## src/hsmfp_pkg.sv

```systemverilog
// package: field layout, widths and types for the hex and secure message field parser
package hsmfp_pkg;
    localparam int CW_W        = 21;
    localparam int CHR_W       = 16;
    localparam int CNT_W       = 5;
    localparam int N_W         = 6;
    localparam int F_W         = 2;
    localparam int B_W         = 4;
    localparam int SIG_W       = 8;
    localparam int HEX_K_W     = 12;
    localparam int SEC_K_W     = 10;
    localparam int HEX_C_POS   = 12;
    localparam int HEX_F_LSB   = 13;
    localparam int HEX_N_LSB   = 15;
    localparam int SEC_C_POS   = 10;
    localparam int SEC_F_LSB   = 11;
    localparam int SEC_N_LSB   = 13;
    localparam int R_POS       = 0;
    localparam int M_POS       = 1;
    localparam int D_POS       = 2;
    localparam int H_POS       = 3;
    localparam int B_LSB       = 4;
    localparam int RSV_LSB     = 8;
    localparam int RSV_W       = 5;
    localparam int HEX_S_LSB   = 13;
    localparam int SEC_S_LSB   = 0;
    localparam int SEC_SIG_W   = 7;
    localparam logic [CNT_W-1:0] SEC_DATA_LSB = 5'h07;
    localparam logic [CNT_W-1:0] CW_BITS      = 5'h15;
    localparam logic [CNT_W-1:0] SEC_CHR_BITS = 5'h07;
    localparam logic [CNT_W-1:0] MAX_CHR_BITS = 5'h10;
    localparam logic [3:0]       HEX_GRP_BITS = 4'h8;
    localparam logic [3:0]       SEC_GRP_BITS = 4'h7;
    localparam logic [B_W-1:0]   B_TRANSPARENT = 4'h1;
    localparam logic [B_W-1:0]   B_SIXTEEN     = 4'h0;
    localparam logic [RSV_W-1:0] RSV_DEFAULT   = 5'h00;
    localparam logic [F_W-1:0]   F_LAST        = 2'h2;
    localparam logic [SIG_W-1:0] HEX_SIG_MASK  = 8'hFF;
    localparam logic [SIG_W-1:0] SEC_SIG_MASK  = 8'h7F;
    localparam logic [1:0]       W_FIRST       = 2'h0;
    localparam logic [1:0]       W_SECOND      = 2'h1;
    localparam logic [1:0]       W_DATA        = 2'h2;

    typedef enum logic [0:0] {
        HSMFP_IDLE  = 1'b0,
        HSMFP_SHIFT = 1'b1
    } hsmfp_phase_type;
endpackage

```

## src/hsmfp_stream_if.sv

```systemverilog
// interface: one valid/ready character stream between parser and buffer
`timescale 1ns/1ps
interface hsmfp_stream_if;
    logic                         valid;
    logic                         ready;
    logic [hsmfp_pkg::CHR_W-1:0]  data;
    modport src (output valid, output data, input ready);
    modport snk (input valid, input data, output ready);
endinterface

```

## src/hsmfp_buffer.sv

```systemverilog
// two-entry character buffer so a stalled receiver loses no character
`timescale 1ns/1ps
module hsmfp_buffer (
    input  wire logic  sys_clk,
    input  wire logic  rst_b,
    hsmfp_stream_if.snk push,
    hsmfp_stream_if.src pop
);
    import hsmfp_pkg::*;

    typedef struct packed {
        logic             o_valid;
        logic [CHR_W-1:0] o_data;
        logic             s_valid;
        logic [CHR_W-1:0] s_data;
    } hsmfp_buf_type;

    hsmfp_buf_type buf_reg;
    hsmfp_buf_type buf_next;
    logic          take;
    logic          give;

    assign take = push.valid && !buf_reg.s_valid;
    assign give = buf_reg.o_valid && pop.ready;

    always_comb
    begin
        buf_next = buf_reg;
        if (!buf_reg.o_valid || give)
        begin
            if (buf_reg.s_valid)
            begin
                buf_next.o_valid = 1'b1;
                buf_next.o_data  = buf_reg.s_data;
                buf_next.s_valid = take;
                buf_next.s_data  = push.data;
            end
            else
            begin
                buf_next.o_valid = take;
                buf_next.o_data  = push.data;
            end
        end
        else if (take)
        begin
            buf_next.s_valid = 1'b1;
            buf_next.s_data  = push.data;
        end
    end

    always_ff @(posedge sys_clk or negedge rst_b)
    begin
        if (!rst_b)
            buf_reg <= '0;
        else
            buf_reg <= buf_next;
    end

    // ready is the skid slot being empty, so it comes from a flop
    assign push.ready = !buf_reg.s_valid;
    assign pop.valid  = buf_reg.o_valid;
    assign pop.data   = buf_reg.o_data;
endmodule

```

## src/hsmfp_parser.sv

```systemverilog
// parser for hex/binary and secure message fields, fill termination and signature
// Behaviour
// [RULE1] data characters are 1 to 16 bits wide, width from blocking length
// [RULE2] fragment ends at last complete character; partial character is dropped
// [RULE3] fill after last data bit is its inverse; end found by that inversion
// [RULE4] an all-fill extra codeword after an exactly full final codeword marks end
// [RULE5] checksum, continuation, fragment and message number form each fragment's first word
// [RULE6] hex fragments carry a 12-bit checksum in the first word
// [RULE7] continuation flag set means more fragments follow in later frames
// [RULE8] 2-bit fragment number steps by one modulo 3; sequence is checked
// [RULE9] header flag marks a displayable header sharing the data message number
// [RULE10] control fields come only from second codeword of the first fragment
// [RULE11] retrieval flag set means the message must be numbered
// [RULE12] 5-bit reserved field, default 00000, is skipped; the code reads its top bit to gate msg_done when the control word is last
// [RULE13] mail-drop flag routes message to a dedicated overwritten store
// [RULE14] direction bit: 0 left-to-right, 1 right-to-left, only if length not 0001
// [RULE15] blocking length 0001 is 1 bit, 1111 is 15, 0000 is 16 bits
// [RULE16] signature is inverted low byte of 8-bit group sum, fill excluded
// [RULE17] sum starts after signature field; earlier bits sit in low positions
// [RULE18] secure messages carry 7-bit characters after the control fields
// [RULE19] secure messages use the same fragmentation and termination handling
// [RULE20] secure fragments carry a 10-bit checksum in the first word
// [RULE21] after final fragment computed and received signatures are compared
`timescale 1ns/1ps
module hsmfp_parser (
    input  wire logic                        sys_clk,
    input  wire logic                        rst_b,
    input  wire logic                        mode_secure,
    input  wire logic                        cw_valid,
    input  wire logic [hsmfp_pkg::CW_W-1:0]  cw_data,
    input  wire logic                        cw_first,
    input  wire logic                        cw_last,
    output logic                             cw_ready,
    output logic                             chr_valid,
    output logic [hsmfp_pkg::CHR_W-1:0]      chr_data,
    input  wire logic                        chr_ready,
    output logic [hsmfp_pkg::HEX_K_W-1:0]    frag_cksum,
    output logic                             expect_more,
    output logic [hsmfp_pkg::F_W-1:0]        frag_num,
    output logic [hsmfp_pkg::N_W-1:0]        msg_num,
    output logic                             hdr_msg,
    output logic                             retrieve_num,
    output logic                             mail_drop,
    output logic                             dir_rtl,
    output logic                             char_mode,
    output logic [hsmfp_pkg::CNT_W-1:0]      chr_bits,
    output logic [hsmfp_pkg::SIG_W-1:0]      sig_rx,
    output logic                             msg_done,
    output logic                             sig_mismatch,
    output logic                             frag_seq_err
);
    import hsmfp_pkg::*;

    typedef struct packed {
        hsmfp_phase_type   phase;
        logic              rdy;
        logic [CW_W-1:0]   cw;
        logic              last;
        logic [CNT_W-1:0]  lim;
        logic [CNT_W-1:0]  bitpos;
        logic [1:0]        widx;
        logic              sec;
        logic              first_frag;
        logic [CHR_W-1:0]  acc;
        logic [CNT_W-1:0]  acnt;
        logic              pend;
        logic [CHR_W-1:0]  chr;
        logic [SIG_W-1:0]  grp;
        logic [3:0]        gcnt;
        logic [SIG_W-1:0]  sum;
        logic [HEX_K_W-1:0] cksum;
        logic              cont;
        logic [F_W-1:0]    frag;
        logic [N_W-1:0]    num;
        logic              hdr;
        logic              retr;
        logic              mail;
        logic              dir;
        logic              cmode;
        logic [B_W-1:0]    blk;
        logic [SIG_W-1:0]  sig;
        logic              done;
        logic              mism;
        logic              seq_err;
        logic [CNT_W-1:0]  cbits;
    } hsmfp_state_type;

    hsmfp_state_type st_reg;
    hsmfp_state_type st_next;
    hsmfp_stream_if  push_if ();
    hsmfp_stream_if  out_if ();

    // number of data bits ahead of the trailing fill run; 0 for an all-fill word
    function automatic logic [CNT_W-1:0] fill_limit(input logic [CW_W-1:0] w);
        logic [CNT_W-1:0] n;
        n = '0;
        for (int i = 0; i < CW_W; i++)
            if (w[i] != w[CW_W-1])
                n = CNT_W'(i + 1);
        return n;
    endfunction

    function automatic logic [CNT_W-1:0] chr_width(input logic sec, input logic [B_W-1:0] blk);
        if (sec)
            return SEC_CHR_BITS;
        else if (blk == B_SIXTEEN)
            return MAX_CHR_BITS;
        else
            return {1'b0, blk};
    endfunction

    function automatic logic [F_W-1:0] frag_inc(input logic [F_W-1:0] f);
        return (f == F_LAST) ? '0 : f + 2'h1;
    endfunction

    logic             take;
    logic             stall;
    logic [CNT_W-1:0] width;
    logic [3:0]       gw;
    logic [SIG_W-1:0] smask;
    logic [F_W-1:0]   f_in;
    logic [SIG_W-1:0] total;
    logic             b;

    assign take  = cw_valid && st_reg.rdy;
    assign stall = st_reg.pend && !push_if.ready;
    assign width = chr_width(st_reg.sec, st_reg.blk);
    assign gw    = st_reg.sec ? SEC_GRP_BITS : HEX_GRP_BITS;
    assign smask = st_reg.sec ? SEC_SIG_MASK : HEX_SIG_MASK;
    assign f_in  = mode_secure ? cw_data[SEC_F_LSB +: F_W] : cw_data[HEX_F_LSB +: F_W];
    // a trailing part group is counted with its missing high bits as zero
    assign total = st_reg.sum + st_reg.grp;
    assign b     = st_reg.cw[st_reg.bitpos];

    always_comb
    begin
        st_next      = st_reg;
        st_next.done = 1'b0;
        if (st_reg.pend && push_if.ready)
            st_next.pend = 1'b0;
        case (st_reg.phase)
            HSMFP_IDLE:
            begin
                if (take)
                begin
                    st_next.cw   = cw_data;
                    st_next.last = cw_last;
                    // only the final codeword of a fragment carries fill
                    st_next.lim  = cw_last ? fill_limit(cw_data) : CW_BITS; // [RULE3] [RULE4] [RULE19]
                    if (cw_first)
                    begin
                        st_next.sec  = mode_secure;
                        st_next.widx = W_SECOND;
                        st_next.cont = mode_secure ? cw_data[SEC_C_POS] : cw_data[HEX_C_POS]; // [RULE5] [RULE7]
                        st_next.frag = f_in;
                        st_next.num  = mode_secure ? cw_data[SEC_N_LSB +: N_W] : cw_data[HEX_N_LSB +: N_W];
                        st_next.cksum = mode_secure ? {2'h0, cw_data[SEC_K_W-1:0]}
                                                    : cw_data[HEX_K_W-1:0]; // [RULE6] [RULE20]
                        if (!st_reg.cont)
                        begin
                            st_next.first_frag = 1'b1;
                            st_next.seq_err    = 1'b0;
                            st_next.mism       = 1'b0;
                            st_next.sum        = '0;
                            st_next.grp        = '0;
                            st_next.gcnt       = '0;
                            st_next.acnt       = '0;
                        end
                        else
                        begin
                            st_next.first_frag = 1'b0;
                            if (f_in != frag_inc(st_reg.frag))
                                st_next.seq_err = 1'b1; // [RULE8]
                        end
                    end
                    else if (st_reg.widx == W_SECOND && st_reg.first_frag)
                    begin
                        st_next.widx = W_DATA;
                        if (st_reg.sec)
                        begin
                            // secure control word: signature then characters
                            st_next.sig    = {1'b0, cw_data[SEC_S_LSB +: SEC_SIG_W]};
                            st_next.phase  = HSMFP_SHIFT;
                            st_next.bitpos = SEC_DATA_LSB; // [RULE18] [RULE17]
                        end
                        else
                        begin
                            st_next.retr  = cw_data[R_POS]; // [RULE10] [RULE11]
                            st_next.mail  = cw_data[M_POS]; // [RULE13]
                            st_next.hdr   = cw_data[H_POS]; // [RULE9]
                            st_next.blk   = cw_data[B_LSB +: B_W]; // [RULE15]
                            st_next.cmode = cw_data[B_LSB +: B_W] != B_TRANSPARENT;
                            st_next.dir   = cw_data[D_POS] && (cw_data[B_LSB +: B_W] != B_TRANSPARENT); // [RULE14]
                            // reserved bits RSV_LSB..+RSV_W are not stored; the top one, at HEX_C_POS, gates done when this word is last [RULE12]
                            st_next.sig   = cw_data[HEX_S_LSB +: SIG_W];
                            if (cw_last)
                            begin
                                st_next.done = !cw_data[HEX_C_POS] && !st_reg.cont;
                                st_next.mism = ~total != cw_data[HEX_S_LSB +: SIG_W];
                            end
                        end
                    end
                    else
                    begin
                        st_next.widx   = W_DATA;
                        st_next.phase  = HSMFP_SHIFT;
                        st_next.bitpos = '0;
                    end
                end
            end
            HSMFP_SHIFT:
            begin
                if (stall)
                begin
                    // hold everything until the buffer takes the pending character
                end
                else if (st_reg.bitpos >= st_reg.lim || st_reg.bitpos >= CW_BITS)
                begin
                    st_next.phase = HSMFP_IDLE;
                    if (st_reg.last)
                    begin
                        st_next.acnt = '0; // [RULE2]
                        st_next.acc  = '0;
                        if (!st_reg.cont)
                        begin
                            st_next.done = 1'b1; // [RULE21]
                            st_next.mism = ((~total) & smask) != (st_reg.sig & smask); // [RULE16] [RULE21]
                        end
                    end
                end
                else
                begin
                    st_next.bitpos = st_reg.bitpos + 5'h01;
                    // earlier bits land in lower positions of both character and group
                    st_next.acc[st_reg.acnt[3:0]] = b; // [RULE1]
                    if (st_reg.acnt + 5'h01 == width)
                    begin
                        st_next.pend = 1'b1;
                        st_next.chr  = st_next.acc;
                        st_next.acc  = '0;
                        st_next.acnt = '0;
                    end
                    else
                        st_next.acnt = st_reg.acnt + 5'h01;
                    st_next.grp[st_reg.gcnt[2:0]] = b; // [RULE17]
                    if (st_reg.gcnt + 4'h1 == gw)
                    begin
                        st_next.sum  = st_reg.sum + st_next.grp; // [RULE16]
                        st_next.grp  = '0;
                        st_next.gcnt = '0;
                    end
                    else
                        st_next.gcnt = st_reg.gcnt + 4'h1;
                end
            end
            default:
                st_next.phase = HSMFP_IDLE;
        endcase
        st_next.rdy = (st_next.phase == HSMFP_IDLE) && !(take && !cw_first && st_reg.widx != W_SECOND);
        // registered copy of the width so the port leaves a flop
        st_next.cbits = chr_width(st_next.sec, st_next.blk); // [RULE15]
    end

    always_ff @(posedge sys_clk or negedge rst_b)
    begin
        if (!rst_b)
        begin
            st_reg     <= '0;
            st_reg.rdy <= 1'b1;
            st_reg.blk <= B_TRANSPARENT;
            st_reg.cbits <= {1'b0, B_TRANSPARENT};
        end
        else
            st_reg <= st_next;
    end

    assign push_if.valid = st_reg.pend;
    assign push_if.data  = st_reg.chr;
    assign out_if.ready  = chr_ready;

    hsmfp_buffer u_buffer (
        .sys_clk (sys_clk),
        .rst_b   (rst_b),
        .push    (push_if),
        .pop     (out_if)
    );

    assign cw_ready     = st_reg.rdy;
    assign chr_valid    = out_if.valid;
    assign chr_data     = out_if.data;
    assign frag_cksum   = st_reg.cksum;
    assign expect_more  = st_reg.cont;
    assign frag_num     = st_reg.frag;
    assign msg_num      = st_reg.num;
    assign hdr_msg      = st_reg.hdr;
    assign retrieve_num = st_reg.retr;
    assign mail_drop    = st_reg.mail;
    assign dir_rtl      = st_reg.dir;
    assign char_mode    = st_reg.cmode;
    assign chr_bits     = st_reg.cbits;
    assign sig_rx       = st_reg.sig;
    assign msg_done     = st_reg.done;
    assign sig_mismatch = st_reg.mism;
    assign frag_seq_err = st_reg.seq_err;
endmodule

```

## config.mk

```make
export PLATFORM = sky130hd
export DESIGN_NAME = hsmfp_parser
export DESIGN_NICKNAME = d
export VERILOG_FILES = /design/src/hsmfp_pkg.sv /design/src/hsmfp_stream_if.sv /design/src/hsmfp_buffer.sv /design/src/hsmfp_parser.sv
export SDC_FILE = /design/constraint.sdc
export NUM_CORES = 1
export LEC_CHECK = 0
export BUFFER_PORTS_ARGS = -buffer_cell sky130_fd_sc_hd__buf_2
export CORE_ASPECT_RATIO = 0.6
export CORE_UTILIZATION = 35
export DETAILED_ROUTE_END_ITERATION = 6
export SLEW_MARGIN = 20
export SYNTH_ARGS = -nofsm -noshare
export SYNTH_HDL_FRONTEND = slang
export SYNTH_SLANG_ARGS = --single-unit
export TNS_END_PERCENT = 1
```

## constraint.sdc

```tcl
create_clock -name sys_clk -period 3.6 [get_ports sys_clk]
set_input_delay 0.72 -clock sys_clk [delete_from_list [all_inputs] [get_ports sys_clk]]
set_output_delay 0.72 -clock sys_clk [all_outputs]
set_load 0.1 [all_outputs]
```

==> results.yml, run 1 <==
outcome:
  status: "finished clean"
worst_setup_path:
  path_delay_family: "compound AO/OA/AOI/OAI gates"
  critPathRequiredTime_ns: 3.95
  r2r_slack_ns: 0.16
  worstSetupPathType: "reg -> reg"
  cp_num_buf_inv: 3
  start_kind: "flip-flop"
  crit_path_end_kind: "flip-flop"
  cp_slowest_cell: "dfrtp_2"
  critPathMaxStageDelay_ns: 0.44
  cpMostUsedCell: "buf_4"
  worstPathMaxFanout: 8
  path_cells: "buf_4, buf_4, o32ai_2, a21boi_2, nor3_4, mux2_4, ha_2, inv_1, fa_1, nor2b_1, o21ai_0, nand2b_1, a21o_1, a21oi_1, xnor2_1, a22o_1"
  critPathArrivalTime_ns: 3.79
worst_hold_path:
  hp-class: "in -> async"
run:
  max-cap-violations: 0
yosys:
  synth-seq-cells: 176
  synth_edf_count: 0
  synth-seq-area-share_pct: 44.70
  synth_top_area_cell: "dfrtp_1"
  yosys-top-cells-area: "dfrtp_1 (44%), nand2_1 (5.9%), mux2i_1 (5.7%)"
  netlist_area_um2: 9861
  yosysUniqueCellTypes: 71
  syn-num-nets: 1084
  synthCells: 1028
  synthArstFlopShare_pct: 100.0
  synth_top_area_share_pct: 43.90
  synth-warning-count: 0
  synth.avg_cell_area_um2: 9.592
  ys_dominant_reg_cell: "dfrtp_1"
timing:
  tns_ns: 0
  holdWs_ns: 0.3107
  post-route-period-util_pct: 95.64
  max_freq_mhz: 290.4
  grt_setup_unrepaired: "no"
  maxSlewHeadroom_pct: 33.82
  finalHoldViolations: 0
  setup_viol: 0
  fin_crit_ns: 3.443
  tightest_slew_ns: 0.9890
  finalMaxSlewViolations: 0
  finClkSkew_ns: 0.01271
clocking:
  ctsRootBufferMaster: "clkbuf_16"
  clkTransAtPathRegs_ns: 0.08
  htree_levels: 4
  clk-insertion-delay-late_ns: 0.45
  cts_buffer_depth: 2
  cts_tree: "built"
  cts_buffers: 17
  cts_sinks: 176
global_routing:
  grt_first_pass_wirelength_mm: 40.61
  grt_pass1_vias: 7030
  grt.total_usage_pct: 18.13
  overflow: 0
  grt_max_degree: 80
  antenna_found_initial: 2
detailed_routing:
  first_iter_violations: 621
  wire_per_inst_um: 17.41
  vias: 7444
  drc: 0
  drt_first_pass_iters: 6
  vias_per_cell: 5.184
  ant_nets: 0
  drt-total-wl_mm: 25.00
layout:
  drive_gt1_share_pct: 20.32
  final_net_count: 1111
  synthToLayoutAreaGrowth_pct: 11.95
  largest_reg_flops: 82
  seq_area_um2: 4409
  fill_cells: 2693
  multiInputGateArea_um2: 4708
floorplanning:
  start_util_pct: 35.68
  fp-row-count: 47
  die_h_um: 132.0
  die_w_um: 218.7
  die-area_um2: 28870
  io_pins: 88
  coreArea_um2: 27640
place:
  io_buffers: 87
  dp_hpwl_mm: 18.20
  gp_congestion: 0.8384
pwr:
  p_per_area_nw_per_um2: 982.8
  p_leak_uw: 0.005251
  ir_drop_v: 0.0006470
[final cells by class]
type                    count  area share [%]
inverters                  44           1.496
flip-flops and latches    176           39.94
multi-input cells         700           42.65
repair buffers            116           6.200
clock inverters            15           1.677
clock buffers              17           3.854
diodes                      1         0.02267
well taps                 367           4.160
[cell usage after synthesis, types with 23 or more instances]
library cell / instances
nor2_1: 50
a21oi_1: 49
ha_1: 26
nand2_1: 156
o22ai_1: 23
inv_1: 42
clkbuf_1: 41
nand3_1: 29
mux2i_1: 56
xnor2_1: 23
mux2_2: 36
o21ai_0: 69
dfrtp_1: 173
buf_4: 50
[worst reg2reg max path, stage by stage (launching register included)]
cell and delay (ns):
dfrtp_2 0.44, buf_4 0.16, buf_4 0.16, o32ai_2 0.29
a21boi_2 0.14, nor3_4 0.35, mux2_4 0.23, ha_2 0.20
inv_1 0.06, fa_1 0.40, nor2b_1 0.13, o21ai_0 0.11
nand2b_1 0.13, a21o_1 0.14, a21oi_1 0.09, xnor2_1 0.13
a22o_1 0.19
[final timing paths]
kind	startpoint	endpoint	cells past startpoint
max in group asynchronous	rst_b	u_buffer.pop.data[11]$_DFFE_PN0N_	2
max	st_reg[108]$_DFFE_PN0P_	st_reg[52]$_DFFE_PN0P_	16
min reg2reg	st_reg[121]$_DFFE_PN0P_	st_reg[121]$_DFFE_PN0P_	2
max reg2reg	st_reg[108]$_DFFE_PN0P_	st_reg[52]$_DFFE_PN0P_	16
min in group sys_clk	st_reg[121]$_DFFE_PN0P_	st_reg[121]$_DFFE_PN0P_	2
min	rst_b	hdr_msg$_DFFE_PN0P_	1
[logic make-up (layout without fill, tap and decap cells)]
logic type | count (synthesis) | count (layout) | synth area share [%]
AND/OR/NAND/NOR | 307 | 307 | 14.26
multiplexers | 97 | 97 | 10.85
buffers and inverters | 152 | 192 | 8.045
XOR/XNOR | 38 | 38 | 3.680
flip-flops | 176 | 176 | 44.70
adder cells (fa/ha/maj) | 28 | 28 | 3.705
AO/OA/AOI/OAI | 230 | 230 | 14.76
other | 0 | 1 | 0
[through the flow]
stage | util, % | worst slack (ns) | cell area (um^2) | instances | power [uW]
floorplan | - | 0.006519 | 9881 | 1028 | 7921
global placement | 37.61 | 0.1434 | 10400 | 1402 | 8800
detailed placement | 37.61 | 0.06154 | 10400 | 1402 | 8884
CTS | 39.82 | 0.05618 | 11010 | 1434 | 10870
global route | 39.93 | 0.02175 | 11040 | 1435 | 11500
finish | 39.94 | 0.1570 | 11040 | 1436 | 10850
[timing repair]
action / in CTS / in global routing
resized for setup: 0 / 4
buffers inserted: 0 / 1
hold buffers: 0 / 0
setup endpoints to repair: 0 / 2
[placed cells by master (no fill, tap or decap), types with 25 or more instances in the layout]
master   instances
nor2_1          50
o21ai_0         68
mux2_2          35
buf_4           27
mux2i_1         56
ha_1            25
nand3_1         29
a21oi_1         49
inv_1           42
buf_2           86
dfrtp_1        172
nand2_1        156
[routing by layer]
metal	routed length, um	share of wire [%]	GRT usage (%)
met5	0	0	0
met1	13490	54	29.51
met2	9684	39	22.91
met4	225	0.90	4.321
met3	1604	6.4	4.844
[report_power, final]
| group | total, uW | switching (uW) | internal [uW] |
|---|---|---|---|
| Combinational | 5720 | 4100 | 1620 |
| Clock | 1940 | 942 | 1000 |
| Sequential | 3190 | 566 | 2620 |
Note: power is estimated with default switching activity, not from simulation.
==> run 2: changes to the inputs <==
--- a/config.mk
+++ b/config.mk
@@ -9,6 +9,7 @@
 export CORE_ASPECT_RATIO = 0.6
 export CORE_UTILIZATION = 35
 export DETAILED_ROUTE_END_ITERATION = 6
+export PLACE_DENSITY = 0.51
 export SLEW_MARGIN = 20
 export SYNTH_ARGS = -nofsm -noshare
 export SYNTH_HDL_FRONTEND = slang
==> results.yml, run 2 (same netlist as run 1, synthesis figures left out) <==
outcome:
  status: "finished with violations"
  failed_checks: "DRC"
pwr:
  p_leak_uw: 0.005254
  p_per_area_nw_per_um2: 984.0
  ir_drop_v: 0.0005674
  power_uw: 10850
detailed_routing:
  drc: 2
  wire_per_inst_um: 17.67
  vias_per_cell: 5.139
  drt_first_pass_iters: 7
  ant_nets: 0
  first_iter_violations: 470
  vias: 7370
  drt-total-wl_mm: 25.33
worst_setup_path:
  cp_slowest_cell: "mux4_2"
  crit_path_end_kind: "flip-flop"
  start_kind: "flip-flop"
  cp_num_buf_inv: 0
  path_cells: "mux4_2, a2111oi_4, nor3_4, mux2_2, ha_1, a211oi_2, o21bai_1, a21oi_1, o21ai_0, xnor2_1, or4_1, nand3_1"
  worstPathMaxFanout: 5
  path_delay_family: "compound AO/OA/AOI/OAI gates"
  worstSetupPathType: "reg -> reg"
  critPathRequiredTime_ns: 3.98
  critPathArrivalTime_ns: 3.82
  critPathMaxStageDelay_ns: 0.54
  r2r_slack_ns: 0.16
clocking:
  cts_buffers: 17
  cts_buffer_depth: 2
  htree_levels: 4
  cts_resized: 0
  ctsHoldBuffers: 0
  postCtsSetupBuffers: 0
  clkTransAtPathRegs_ns: 0.07
  ctsRootBufferMaster: "clkbuf_16"
  clk-insertion-delay-late_ns: 0.45
  cts_tree: "built"
  cts_sinks: 176
layout:
  layout.cells.non_filler: 1434
  final_net_count: 1110
  diodes: 0
  synthToLayoutAreaGrowth_pct: 11.81
  final_util_pct: 39.89
  drive_gt1_share_pct: 20.06
  mostFrequentLayoutCell: "dfrtp_1"
  layout_common_cells: "dfrtp_1 (172), nand2_1 (156), buf_2 (86), o21ai_0 (68), mux2i_1 (56)"
  largest_reg_flops: 82
global_routing:
  grt.total_usage_pct: 18.57
  antenna_found_initial: 0
  grt_max_degree: 75
  grt_first_pass_wirelength_mm: 40.90
  grt_pass1_vias: 6945
  overflow: 0
place:
  dp_hpwl_mm: 18.38
  io_buffers: 87
  gp_congestion: 0.8505
  placedCellCount: 1402
floorplanning:
  coreArea_um2: 27640
  die-area_um2: 28870
  fp-row-count: 47
  die_w_um: 218.7
  io_pins: 88
  die_h_um: 132.0
  start_util_pct: 35.68
timing:
  fin_crit_ns: 3.437
  finalHoldViolations: 0
  tightest_slew_ns: 0.8928
  setup_viol: 0
  finClkSkew_ns: 0.01023
  tns_ns: 0
  maxSlewHeadroom_pct: 39.97
  finalMaxSlewViolations: 0
  post-route-period-util_pct: 95.48
  grt_setup_unrepaired: "no"
  max_freq_mhz: 290.9
run:
  max-cap-violations: 0
worst_hold_path:
  hp-class: "in -> async"
run 2: final cells by class:
| type | instances | area (um^2) |
|---|---|---|
| multi-input combinational | 700 | 4702 |
| clock buffer | 18 | 439.2 |
| fill | 2777 | 16610 |
| timing repair buffer | 115 | 676.9 |
| sequential | 176 | 4409 |
| tap | 367 | 459.2 |
| inverter | 44 | 165.2 |
| clock inverter | 14 | 173.9 |
run 2: worst paths after layout:
path,startpoint,end,cells after the start
min in group sys_clk,u_buffer.pop.data[2]$_DFFE_PN0N_,u_buffer.pop.data[2]$_DFFE_PN0N_,2
hold / removal,rst_b,u_buffer.buf_reg[4]$_DFFE_PN0P_,1
setup / recovery,st_reg[108]$_DFFE_PN0P_,st_reg[53]$_DFFE_PN0P_,12
max in group asynchronous,rst_b,cw_ready$_DFF_PN1_,2
hold reg to reg,u_buffer.pop.data[2]$_DFFE_PN0N_,u_buffer.pop.data[2]$_DFFE_PN0N_,2
setup reg to reg,st_reg[108]$_DFFE_PN0P_,st_reg[53]$_DFFE_PN0P_,12
run 2: metrics by stage:
stage / instance area (um^2) / hold WS, ns / worst slack (ns)
after floorplan: 9881 / 0.4244 / 0.006519
after global placement: 10400 / 0.4564 / 0.1332
after detailed placement: 10400 / 0.4617 / 0.09251
after CTS: 11010 / 0.3251 / 0.07401
after global routing: 11030 / 0.3499 / 0.005916
final: 11030 / 0.3070 / 0.1625
run 2: power breakdown:
part | switching (uW) | internal (uW)
Sequential | 594 | 2620
Combinational | 4080 | 1590
Clock | 897 | 1070
Total | 5570 | 5280
run 2: metal layers:
metal | up-vias | global-route usage (%) | part of all wire (%)
li1 | 3589 | - | -
met4 | 0 | 5.401 | 1.1
met5 | - | 0 | 0
met3 | 16 | 4.498 | 6.3
met1 | 3587 | 31.33 | 57
met2 | 178 | 22.03 | 36
